[config.mk]
export PLATFORM = sky130hd
export DESIGN_NAME = mig_top
export DESIGN_NICKNAME = d
export VERILOG_FILES = /design/src/rtl/mig_pkg.sv /design/src/rtl/mig_top.sv
export SDC_FILE = /design/constraint.sdc
export NUM_CORES = 1
export LEC_CHECK = 0
export ABC_CLOCK_PERIOD_IN_PS = 4300
export BUFFER_PORTS_ARGS = -buffer_cell sky130_fd_sc_hd__buf_2
export CAP_MARGIN = 5
export CELL_PAD_IN_SITES_DETAIL_PLACEMENT = 1
export CELL_PAD_IN_SITES_GLOBAL_PLACEMENT = 2
export CORE_ASPECT_RATIO = 0.8
export CORE_MARGIN = 3
export CORE_UTILIZATION = 34
export DETAILED_ROUTE_END_ITERATION = 8
export PLACE_DENSITY_LB_ADDON = 0.1
export SYNTH_ARGS = -nofsm -noshare
export SYNTH_HDL_FRONTEND = slang
export SYNTH_SLANG_ARGS = --single-unit
[constraint.sdc]
create_clock -name clk_i -period 4.3 [get_ports clk_i]
set_input_delay 0.43 -clock clk_i [delete_from_list [all_inputs] [get_ports clk_i]]
set_output_delay 0.43 -clock clk_i [all_outputs]
set_load 0.02 [all_outputs]
[src/rtl/mig_pkg.sv]
package mig_pkg;
  // ----------------------------------------------------------------
  // Register indices (byte address is four times the index)
  // ----------------------------------------------------------------
  localparam logic [5:0] MIG_IDX_CFG1 = 6'h00;
  localparam logic [5:0] MIG_IDX_SEL = 6'h01;
  localparam logic [5:0] MIG_IDX_DIV_LO = 6'h02;
  localparam logic [5:0] MIG_IDX_DIV_HI = 6'h03;
  localparam logic [5:0] MIG_IDX_CFG3 = 6'h05;
  localparam logic [5:0] MIG_IDX_DIRPOL0 = 6'h08;
  localparam logic [5:0] MIG_IDX_DIRPOL3 = 6'h0b;
  localparam logic [5:0] MIG_IDX_MASK1 = 6'h18;
  localparam logic [5:0] MIG_IDX_MASK2 = 6'h19;
  localparam logic [5:0] MIG_IDX_MASK3 = 6'h1a;
  localparam logic [5:0] MIG_IDX_MASK4 = 6'h1b;
  localparam logic [5:0] MIG_IDX_PMASK_LO = 6'h1c;
  localparam logic [5:0] MIG_IDX_PMASK_HI = 6'h1d;
  localparam logic [5:0] MIG_IDX_STAT1 = 6'h20;
  localparam logic [5:0] MIG_IDX_STAT2 = 6'h21;
  localparam logic [5:0] MIG_IDX_STAT3 = 6'h22;
  localparam logic [5:0] MIG_IDX_STAT4 = 6'h23;
  localparam logic [5:0] MIG_IDX_PST_LO = 6'h24;
  localparam logic [5:0] MIG_IDX_PST_HI = 6'h25;
  // ----------------------------------------------------------------
  // Field positions
  // ----------------------------------------------------------------
  localparam int MIG_B_MON = 0;
  localparam int MIG_B_INTEN = 1;
  localparam int MIG_B_INTCLR = 2;
  localparam int MIG_B_PIN16 = 0;
  localparam int MIG_B_CICLR = 1;
  localparam int MIG_B_P16POL = 6;
  localparam int MIG_B_P16DIR = 7;
  localparam int MIG_B_S4_OVERTEMP_LINE = 3;
  localparam int MIG_B_S4_AFC = 4;
  localparam int MIG_B_S4_CI = 6;
  localparam int MIG_B_S4_P16 = 7;
  // ----------------------------------------------------------------
  // Reset values and counts
  // ----------------------------------------------------------------
  localparam logic [15:0] MIG_RST_DIV = 16'h5555;
  localparam logic [7:0] MIG_FAN_TOUT = 8'hff;
  localparam logic [2:0] MIG_FAN_LAST = 3'h7;
  localparam logic [9:0] MIG_FAN_WORST = 10'h1fd;
  localparam logic [4:0] MIG_ACH_LAST = 5'h10;
  localparam int MIG_CLK_HZ = 125000000;
  localparam int MIG_OSC_HZ = 22500;
  typedef enum logic {MIG_FAN_IDLE, MIG_FAN_RUN} mig_fan_t;
endpackage

[src/rtl/mig_top.sv]
// Behaviour
// - Fan channels measured in order zero to seven, then restart.
// - A channel ends at count 255 before second or fourth tach edge.
// - Channel worst case is 509 oscillator pulses times its prescaler.
// - Fan and analog sequences start together, otherwise independent.
// - High intrusion input latches status four bit 6 and interrupts.
// - Intrusion flag holds until the clear bit is written one.
// - Intrusion on battery alone latches; interrupt waits for main power.
// - Select register bit set makes shared pin general purpose.
// - Config three bit 0 set makes the overtemp pin general purpose.
// - Each pin has direction, polarity, status and mask bits.
// - Direction one means output, zero means input.
// - Polarity one active high, zero active low, both directions.
// - Input pin status is read-only and shows the asserted level.
// - Output pin status is writable and drives the asserted level.
// - Mask keeps pin status out of the interrupt; outputs auto-masked except pin sixteen.
// - All sources merge into one active-low interrupt output.
// - Out of limit when above high limit or at or below low limit.
// - Analog status follows each result; interrupt clear leaves it.
// - Mask one blocks its status bit from the interrupt.
// - Unmasked analog bits set a latch ORed into the interrupt.
// - After clear, analog latch waits two local temperature results.
// - Fan start or stop sets status four bit 4 with one-off interrupt.
// - Overtemp change sets bit 3, one-off interrupt, and channel bit.
// - Interrupt enabled only with enable bit high and clear bit low.
// - Status one read, alert response or clear bit clears analog, fan and one-off latches.
// - Fan count above limit sets fan status into its own latch.
`timescale 1ns/1ps
module mig_top import mig_pkg::*; #(
  parameter int OSC_DIV = MIG_CLK_HZ / MIG_OSC_HZ
) (
  // Clock and reset
  input wire logic clk_i,
  input wire logic rst_i,
  // Wishbone slave
  input wire logic wb_cyc_i,
  input wire logic wb_stb_i,
  input wire logic wb_we_i,
  input wire logic [7:0] wb_adr_i,
  input wire logic [3:0] wb_sel_i,
  input wire logic [31:0] wb_dat_i,
  output logic [31:0] wb_dat_o,
  output logic wb_ack_o,
  // Analog results and limits
  input wire logic meas_valid_i,
  input wire logic [4:0] meas_chan_i,
  input wire logic [7:0] meas_value_i,
  input wire logic [7:0] meas_high_i,
  input wire logic [7:0] meas_low_i,
  input wire logic meas_local_i,
  input wire logic [63:0] fan_limit_i,
  input wire logic [1:0] overtemp_line_chan_i,
  input wire logic auto_fan_control_i,
  input wire logic afc_event_i,
  input wire logic ara_i,
  output logic monitor_run_o,
  // Pins
  input wire logic [15:0] gpio_i,
  output logic [15:0] gpio_o,
  output logic [15:0] gpio_oe_n_o,
  input wire logic shared_pin_io_i,
  output logic shared_pin_io_o,
  output logic shared_pin_io_oe_n_o,
  input wire logic intrusion_input_i,
  input wire logic backup_battery_supply_i,
  input wire logic main_power_i,
  output logic int_o,
  output logic int_oe_n_o
);
  // ----------------------------------------------------------------
  // State
  // ----------------------------------------------------------------
  localparam logic [12:0] OSC_LAST = 13'(OSC_DIV - 1);
  typedef struct packed {
    logic ack;
    logic [7:0] dat;
    logic [7:0] cfg1;
    logic [7:0] sel;
    logic [15:0] div;
    logic [7:0] cfg3;
    logic [31:0] dirpol;
    logic [7:0] mask1;
    logic [7:0] mask2;
    logic [7:0] mask3;
    logic [7:0] mask4;
    logic [15:0] pmask;
    logic [16:0] ast;
    logic [7:0] fst;
    logic [16:0] pout;
    logic ev_overtemp_line;
    logic ev_afc;
    logic ci;
    logic alatch;
    logic ablock;
    logic lwait;
    logic flatch;
    logic fblock;
    logic oneoff;
    logic [16:0] pin_m;
    logic [16:0] pin_s;
    logic [16:0] pin_p;
    logic [2:0] misc_m;
    logic [2:0] misc_s;
    mig_fan_t fan;
    logic [2:0] ch;
    logic [2:0] edges;
    logic [7:0] cnt;
    logic [2:0] pre;
    logic [12:0] osc;
    logic [9:0] steps;
    logic [16:0] pin_oe_n;
    logic int_oe_n;
  } mig_st_t;
  mig_st_t s_q, s_d;

  // ----------------------------------------------------------------
  // Pin decode
  // ----------------------------------------------------------------
  logic [16:0] gact, gdir, gpol, gst, pmask17;
  logic [5:0] idx;
  logic take, wr, rd1, clr, tick, step, rise, an, fi, gi, ci_int, int_on;
  logic overtemp_line_chg, afc_new;
  logic [2:0] pre_last;
  logic [7:0] rdata, wd, lim;

  // Fan-shared pins are general purpose only when selected
  genvar gi_v;
  for (gi_v = 0; gi_v < 16; gi_v++) begin : g_pin
    if (gi_v < 8) begin : g_ded
      assign gact[gi_v] = 1'b1;
    end else begin : g_shr
      assign gact[gi_v] = s_q.sel[gi_v-8];
    end
    assign gdir[gi_v] = s_q.dirpol[2*gi_v];
    assign gpol[gi_v] = s_q.dirpol[2*gi_v+1];
  end
  assign gact[16] = s_q.cfg3[MIG_B_PIN16];
  assign gdir[16] = s_q.cfg3[MIG_B_P16DIR];
  assign gpol[16] = s_q.cfg3[MIG_B_P16POL];

  // Input status compares against polarity, output status is stored
  assign gst = gact & ((gdir & s_q.pout) |
               (~gdir & ~(s_q.pin_s ^ gpol)));
  assign pmask17 = {s_q.mask4[MIG_B_S4_P16], s_q.pmask};
  // Outputs self-mask so written data never interrupts, pin 16 aside
  assign gi = |(gst & ~pmask17 & ~{1'b0, gdir[15:0]});

  // ----------------------------------------------------------------
  // Bus decode
  // ----------------------------------------------------------------
  assign idx = wb_adr_i[7:2];
  assign take = wb_cyc_i & wb_stb_i & ~s_q.ack;
  assign wr = take & wb_we_i & wb_sel_i[0];
  assign wd = wb_dat_i[7:0];
  assign rd1 = take & ~wb_we_i & (idx == MIG_IDX_STAT1);
  assign clr = rd1 | ara_i | s_q.cfg1[MIG_B_INTCLR];

  // Read data, unmapped indices read as zero
  always_comb begin
    unique case (idx)
      MIG_IDX_CFG1: rdata = s_q.cfg1;
      MIG_IDX_SEL: rdata = s_q.sel;
      MIG_IDX_DIV_LO: rdata = s_q.div[7:0];
      MIG_IDX_DIV_HI: rdata = s_q.div[15:8];
      MIG_IDX_CFG3: rdata = s_q.cfg3;
      6'h08: rdata = s_q.dirpol[7:0];
      6'h09: rdata = s_q.dirpol[15:8];
      6'h0a: rdata = s_q.dirpol[23:16];
      MIG_IDX_DIRPOL3: rdata = s_q.dirpol[31:24];
      MIG_IDX_MASK1: rdata = s_q.mask1;
      MIG_IDX_MASK2: rdata = s_q.mask2;
      MIG_IDX_MASK3: rdata = s_q.mask3;
      MIG_IDX_MASK4: rdata = s_q.mask4;
      MIG_IDX_PMASK_LO: rdata = s_q.pmask[7:0];
      MIG_IDX_PMASK_HI: rdata = s_q.pmask[15:8];
      MIG_IDX_STAT1: rdata = s_q.ast[7:0];
      MIG_IDX_STAT2: rdata = s_q.ast[15:8];
      MIG_IDX_STAT3: rdata = s_q.fst;
      MIG_IDX_STAT4: rdata = {gst[16], s_q.ci, 1'b0, s_q.ev_afc,
                              s_q.ev_overtemp_line, 2'b00, s_q.ast[16]};
      MIG_IDX_PST_LO: rdata = gst[7:0];
      MIG_IDX_PST_HI: rdata = gst[15:8];
      default: rdata = 8'h00;
    endcase
  end

  // ----------------------------------------------------------------
  // Interrupt sources
  // ----------------------------------------------------------------
  assign an = |(s_q.ast & ~{s_q.mask4[0], s_q.mask2, s_q.mask1});
  assign fi = |(s_q.fst & ~s_q.mask3);
  // Battery-only intrusions stay latched but quiet until power is back
  assign ci_int = s_q.ci & s_q.misc_s[1] & ~s_q.mask4[MIG_B_S4_CI];
  assign overtemp_line_chg = ~s_q.cfg3[MIG_B_PIN16] & (s_q.pin_s[16] ^ s_q.pin_p[16]);
  assign afc_new = auto_fan_control_i & afc_event_i;
  assign int_on = s_q.cfg1[MIG_B_INTEN] & ~s_q.cfg1[MIG_B_INTCLR] &
                  (s_q.alatch | s_q.flatch | s_q.oneoff | gi | ci_int);

  // ----------------------------------------------------------------
  // Fan timing
  // ----------------------------------------------------------------
  assign tick = (s_q.osc == OSC_LAST);
  assign pre_last = 3'((4'h1 << s_q.div[2*s_q.ch +: 2]) - 4'h1);
  assign step = tick & (s_q.pre == pre_last);
  assign rise = ~s_q.sel[s_q.ch] & s_q.pin_s[8+s_q.ch] & ~s_q.pin_p[8+s_q.ch];
  assign lim = fan_limit_i[8*s_q.ch +: 8];

  // ----------------------------------------------------------------
  // Next state
  // ----------------------------------------------------------------
  always_comb begin
    logic done;
    logic loc;
    done = 1'b0;
    loc = meas_valid_i & meas_local_i;
    s_d = s_q;
    // Synchronisers and edge history
    s_d.pin_m = {shared_pin_io_i, gpio_i};
    s_d.pin_s = s_q.pin_m;
    s_d.pin_p = s_q.pin_s;
    s_d.misc_m = {backup_battery_supply_i, main_power_i, intrusion_input_i};
    s_d.misc_s = s_q.misc_m;
    // Bus answer one cycle after the request, then dropped
    s_d.ack = take;
    if (take && !wb_we_i) begin
      s_d.dat = rdata;
    end
    if (wr) begin
      unique case (idx)
        MIG_IDX_CFG1: s_d.cfg1 = wd;
        MIG_IDX_SEL: s_d.sel = wd;
        MIG_IDX_DIV_LO: s_d.div[7:0] = wd;
        MIG_IDX_DIV_HI: s_d.div[15:8] = wd;
        MIG_IDX_CFG3: s_d.cfg3 = wd;
        6'h08: s_d.dirpol[7:0] = wd;
        6'h09: s_d.dirpol[15:8] = wd;
        6'h0a: s_d.dirpol[23:16] = wd;
        MIG_IDX_DIRPOL3: s_d.dirpol[31:24] = wd;
        MIG_IDX_MASK1: s_d.mask1 = wd;
        MIG_IDX_MASK2: s_d.mask2 = wd;
        MIG_IDX_MASK3: s_d.mask3 = wd;
        MIG_IDX_MASK4: s_d.mask4 = wd;
        MIG_IDX_PMASK_LO: s_d.pmask[7:0] = wd;
        MIG_IDX_PMASK_HI: s_d.pmask[15:8] = wd;
        MIG_IDX_PST_LO: s_d.pout[7:0] = (wd & gdir[7:0]) |
                                        (s_q.pout[7:0] & ~gdir[7:0]);
        MIG_IDX_PST_HI: s_d.pout[15:8] = (wd & gdir[15:8]) |
                                         (s_q.pout[15:8] & ~gdir[15:8]);
        MIG_IDX_STAT4: if (gdir[16]) begin
          s_d.pout[16] = wd[MIG_B_S4_P16];
        end
        default: ;
      endcase
    end
    // Analog compare; status follows each result
    if (meas_valid_i && meas_chan_i <= MIG_ACH_LAST) begin
      s_d.ast[meas_chan_i] = (meas_value_i > meas_high_i) |
                             (meas_value_i <= meas_low_i);
    end
    // Overtemp change also flags its channel
    if (overtemp_line_chg) begin
      unique case (overtemp_line_chan_i)
        2'h0: s_d.ast[0] = 1'b1;
        2'h1: s_d.ast[1] = 1'b1;
        default: s_d.ast[16] = 1'b1;
      endcase
    end
    // One-off event bits drop at the next local result, set wins
    if (loc) begin
      s_d.ev_overtemp_line = 1'b0;
      s_d.ev_afc = 1'b0;
    end
    if (overtemp_line_chg) begin
      s_d.ev_overtemp_line = 1'b1;
    end
    if (afc_new) begin
      s_d.ev_afc = 1'b1;
    end
    // Intrusion latch on main or battery power, set wins over clear
    if (s_q.cfg3[MIG_B_CICLR]) begin
      s_d.ci = 1'b0;
    end
    if (s_q.misc_s[0] && (s_q.misc_s[1] || s_q.misc_s[2])) begin
      s_d.ci = 1'b1;
    end
    // Analog latch with two-result hold-off after a clear
    if (an && !s_q.ablock) begin
      s_d.alatch = 1'b1;
    end
    if (loc && s_q.ablock) begin
      s_d.lwait = 1'b1;
      if (s_q.lwait) begin
        s_d.ablock = 1'b0;
        s_d.lwait = 1'b0;
      end
    end
    if (fi && !s_q.fblock) begin
      s_d.flatch = 1'b1;
    end
    if (clr) begin
      s_d.alatch = 1'b0;
      s_d.ablock = 1'b1;
      s_d.lwait = 1'b0;
      s_d.flatch = 1'b0;
      s_d.fblock = 1'b1;
      s_d.oneoff = 1'b0;
    end
    // Edge events interrupt once; a new edge beats a clear
    if ((overtemp_line_chg && !s_q.mask4[MIG_B_S4_OVERTEMP_LINE]) ||
        (afc_new && !s_q.mask4[MIG_B_S4_AFC])) begin
      s_d.oneoff = 1'b1;
    end
    // Oscillator divider runs freely
    s_d.osc = tick ? 13'h0000 : s_q.osc + 13'h0001;
    // Fan sequencer, started by the same bit that starts analog
    unique case (s_q.fan)
      MIG_FAN_IDLE: begin
        if (s_q.cfg1[MIG_B_MON]) begin
          s_d.fan = MIG_FAN_RUN;
          s_d.ch = 3'h0;
          s_d.edges = 3'h0;
          s_d.cnt = 8'h00;
          s_d.pre = 3'h0;
          s_d.steps = 10'h000;
        end
      end
      MIG_FAN_RUN: begin
        if (tick) begin
          s_d.pre = step ? 3'h0 : s_q.pre + 3'h1;
        end
        if (rise) begin
          s_d.edges = s_q.edges + 3'h1;
          if (s_q.edges == 3'h1) begin
            s_d.cnt = 8'h00;
            s_d.pre = 3'h0;
          end
          if (s_q.edges == 3'h3) begin
            done = 1'b1;
          end
        end else if (step) begin
          s_d.steps = s_q.steps + 10'h001;
          if (s_q.cnt == MIG_FAN_TOUT) begin
            done = 1'b1;
          end else begin
            s_d.cnt = s_q.cnt + 8'h01;
          end
        end
        if (done) begin
          if (!s_q.sel[s_q.ch]) begin
            s_d.fst[s_q.ch] = s_q.cnt > lim;
          end
          s_d.ch = s_q.ch + 3'h1;
          s_d.edges = 3'h0;
          s_d.cnt = 8'h00;
          s_d.pre = 3'h0;
          s_d.steps = 10'h000;
          if (s_q.ch == MIG_FAN_LAST) begin
            s_d.fblock = 1'b0;
          end
        end
        if (!s_q.cfg1[MIG_B_MON]) begin
          s_d.fan = MIG_FAN_IDLE;
        end
      end
    endcase
    // Open drain: pull low when status and polarity differ, so the pin level is low
    s_d.pin_oe_n = ~(gact & gdir & (gpol ^ s_d.pout));
    s_d.int_oe_n = ~int_on;
    if (rst_i) begin
      s_d = '0;
      // Keep sampling pins so no false tach or overtemp edge after reset
      s_d.pin_m = {shared_pin_io_i, gpio_i};
      s_d.pin_s = s_q.pin_m;
      s_d.pin_p = s_q.pin_s;
      s_d.div = MIG_RST_DIV;
      s_d.pin_oe_n = '1;
      s_d.int_oe_n = 1'b1;
    end
  end

  // Single register stage for all state
  always_ff @(posedge clk_i) begin
    s_q <= s_d;
  end

  // ----------------------------------------------------------------
  // Outputs
  // ----------------------------------------------------------------
  assign wb_ack_o = s_q.ack;
  assign wb_dat_o = {24'h000000, s_q.dat};
  assign monitor_run_o = s_q.cfg1[MIG_B_MON];
  assign gpio_o = 16'h0000;
  assign gpio_oe_n_o = s_q.pin_oe_n[15:0];
  assign shared_pin_io_o = 1'b0;
  assign shared_pin_io_oe_n_o = s_q.pin_oe_n[16];
  assign int_o = 1'b0;
  assign int_oe_n_o = s_q.int_oe_n;

  // ----------------------------------------------------------------
  // Checks
  // ----------------------------------------------------------------
  property p_fan_order;
    @(posedge clk_i) disable iff (rst_i)
    (s_q.fan == MIG_FAN_RUN && s_d.fan == MIG_FAN_RUN &&
     s_d.ch != s_q.ch) |=> (s_q.ch == 3'($past(s_q.ch) + 3'h1));
  endproperty
  a_fan_order: assert property (p_fan_order) else $error("bad order");
  property p_tout;
    @(posedge clk_i) disable iff (rst_i)
    (s_q.fan == MIG_FAN_RUN && s_q.cfg1[0] && step && !rise &&
     s_q.cnt == MIG_FAN_TOUT) |=> (s_q.cnt == 8'h00 && s_q.edges == 3'h0);
  endproperty
  a_tout: assert property (p_tout) else $error("no timeout");
  property p_worst;
    @(posedge clk_i) disable iff (rst_i)
    s_q.steps <= MIG_FAN_WORST + 10'h001;
  endproperty
  a_worst: assert property (p_worst) else $error("too long");
  property p_ci_hold;
    @(posedge clk_i) disable iff (rst_i)
    (s_q.ci && !s_q.cfg3[MIG_B_CICLR]) |=> s_q.ci;
  endproperty
  a_ci_hold: assert property (p_ci_hold) else $error("ci lost");
  property p_ci_pwr;
    @(posedge clk_i) disable iff (rst_i)
    (!s_q.misc_s[1] && !s_q.alatch && !s_q.flatch && !s_q.oneoff && !gi)
      |=> int_oe_n_o;
  endproperty
  a_ci_pwr: assert property (p_ci_pwr) else $error("ci no power");
  property p_cmp;
    @(posedge clk_i) disable iff (rst_i)
    (meas_valid_i && meas_chan_i <= MIG_ACH_LAST && !overtemp_line_chg &&
     meas_value_i > meas_high_i) |=> s_q.ast[$past(meas_chan_i)];
  endproperty
  a_cmp: assert property (p_cmp) else $error("compare");
  property p_block;
    @(posedge clk_i) disable iff (rst_i)
    s_q.ablock |-> !s_q.alatch;
  endproperty
  a_block: assert property (p_block) else $error("latch early");
  property p_en;
    @(posedge clk_i) disable iff (rst_i)
    !(s_q.cfg1[MIG_B_INTEN] && !s_q.cfg1[MIG_B_INTCLR]) |=> int_oe_n_o;
  endproperty
  a_en: assert property (p_en) else $error("int disabled");
  property p_clr;
    @(posedge clk_i) disable iff (rst_i)
    clr |=> (!s_q.alatch && !s_q.flatch) [*1] ##0 s_q.ablock;
  endproperty
  a_clr: assert property (p_clr) else $error("clear failed");
endmodule

==> qor.yml <==
synthCells: 1537
cellLeakagePower_nw: 6.22
synth-adder-area-share: 0.0298
via_per_inst: 5.39
yosysTopAreaCell: "dfxtp_1"
wl_met2_microns: 22600
end_kind: "register"
avgSynthCellArea_sq_um: 9.01
fin_nets: 1875
grt_pass1_vias: 12200
mostFrequentLayoutCell: "dfxtp_1"
clock-sinks: 278
synth-seq-cells: 278
gp_congestion: 0.893
place_hpwl_microns: 38100
finalCritPeriodShare: 0.877
hold_viol: 0
pre_cts_ws_ns: 0.585
ys_warn_count: 0
clock_latency_ns: 0.53
fin_util: 0.406
worst_path_largest_cell_delay_ns: 0.63
start_kind: "register"
grt_antenna_before_repair: 1
antenna_left: 0
synth_xor_area_frac: 0.0285
whs_path_depth: 2
wl_met1_microns: 25600
drv_cap: 0
slowest_stage: "dfxtp_1"
core_sq_um: 39800
fmax_mhz: 265
cp_num_cells: 8
grt_setup_unrepaired: "false"
critical_path_class: "register to register"
finalMaxSlewViolations: 0
clk_pin_slew_ns: 0.06
ir_drop_mv: 0.230
ys_top_cells_by_area: "dfxtp_1 40%, mux2i_1 11%, nor2_1 6.3%"
num_io_pins: 239
crit_buf_inv: 1
worst_pin_slew_ns: 1.14
placed_cell_area_sq_um: 14900
ys_async_sr_fraction: 0
most-common-layout-cells: "278 x dfxtp_1, 232 x nor2_1, 166 x buf_2"
fin_ws_ns: 0.530
slew_headroom: 0.239
fin_area_sq_um: 16200
crit_fanout: 11
power_density_nw_per_um2: 366
status: "complete, no violations"
crit_chain: "buf_4, mux4_2, mux2i_1, or4b_4, a41oi_4, mux2i_2, nor3b_4, a221oi_2"
synth_top_family_by_area: "simple AND/OR/NAND/NOR gates"
synth_compound_area_frac: 0.142
die-area_sq_um: 43200
htree_levels: 2
finalSetupViolations: 0
r2r_cells: 8
clockBufferDepth: 3
critical-path-top-delay-family: "multiplexers"
skew_ns: 0.0263
drc: 0
cts-root-buf: "clkbuf_16"
start_util: 0.348
die_w_microns: 232
via_count: 12100
area.growth.synth_to_final_pct: 16.7
worstHoldPathType: "input pin to register"
routed_wl_microns: 52200
yosysSeqAreaShare: 0.402
cts_tree: "built"
muxShareOfSynthArea: 0.139
synth_top_area_frac: 0.402
synth_simple_gate_area_frac: 0.183
setup_tns_ns: 0
portBuffers: 167
period_needed_ns: 3.77
critical_path_required_ns: 4.64
highest_layer: "met4"
overflow: 0
grt_max_degree: 95
dr.first_iter.drc_count: 892
synth-main-ff-cell: "dfxtp_1"
grt_pass1_wl_microns: 77900
first_pass_iters: 5
grt_use_total: 0.236
synth_edf_count: 0
routed-wl-met3_microns: 3050
cts_buffers: 34
dieHeight_microns: 186
arrival_ns: 4.11
num_rows: 65
final_layout_size_suffix_gt1_frac: 0.173
routedWlPerCell_microns: 23.3
netlist_area_sq_um: 13800
yosys.cell_types.count: 80
fillers: 4656
-- where the power goes --
| part | internal [mW] | switching (mW) | total [mW] |
|---|---|---|---|
| sequential | 2.61 | 0.0284 | 2.64 |
| clock | 1.69 | 1.16 | 2.85 |
| combinational | 0.140 | 0.278 | 0.418 |
-- layer usage --
metal	vias to the layer above	global-route usage
li1	5656	-
met1	6010	0.350
met2	322	0.355
met3	62	0.0440
met4	0	0.0529
met5	-	0
-- final cells by class --
type,count,area (sq um),area share
antenna,2,5.00,0.000310
timing repair buffer,210,1210,0.0747
inverter,60,225,0.0139
sequential,278,5570,0.344
clock inverter,12,98.8,0.00612
clock buffer,48,1000,0.0622
tap,536,671,0.0415
multi-input combinational,1089,7380,0.457
-- cell usage after synthesis (all sizes together) (7+ instances only) --
master and count:
nor4 9, nand3 52, a22oi 38, and3 11, mux4 9, dfxtp 278, nor2b 16, ha 33
nor3b 8, and2 11, o21ai 38, or2 8, nor3 30, buf 72, a21oi 53, o21bai 8
a311oi 8, a22o 16, o22ai 14, nand4 26, clkbuf 79, nand3b 8, a21o 8, nor2 232
nand2 72, xor2 23, a222oi 8, a221oi 24, mux2 10, nor4b 7, mux2i 160, nand2b 7
xnor2 22, inv 59, a211oi 12
-- sequential cells by signal, indices dropped and copies added (netlist names) --
name                  flops
monitor_run_o             1
int_oe_n_o                1
gact                      9
wb_ack_o                  1
s_q                     190
gdir                     17
gpio_oe_n_o              16
shared_pin_io_oe_n_o      1
gpol                     17
wb_dat_o                  8
pmask17                  17
-- timing repair --
item,4_1_cts,5_1_grt
hold buffers,17,0
buffers inserted,0,0
endpoints found under the hold margin,17,0
gates resized for setup,0,0
-- cell families (layout without fill, tap and decap cells) --
logic type      count (synthesis)  after routing
other cells                     1             44
flops                         278            278
mux                           179            179
buf+inv                       211            330
simple gates                  521            521
xor+xnor                       45             45
compound gates                269            269
fa+ha+maj                      33             33
-- through the flow --
step                      instances  power [mW]  hold WS, ns
final                          2235        5.91        0.134
after global routing           2234        6.14        0.127
after CTS                      2233        6.00        0.108
after detailed placement       2156        3.10        0.313
after global placement         2156        3.10        0.310
after floorplan                1578        2.95        0.310
-- worst paths after layout --
kind,end,start,slack [ns]
hold / removal,s_q[63],main_power_i,0.13
setup / recovery,s_q[146],s_q[55],0.53
hold reg to reg,s_q[85],s_q[102],0.32
setup reg to reg,s_q[146],s_q[55],0.53
Note: power is estimated with default switching activity, not from simulation.
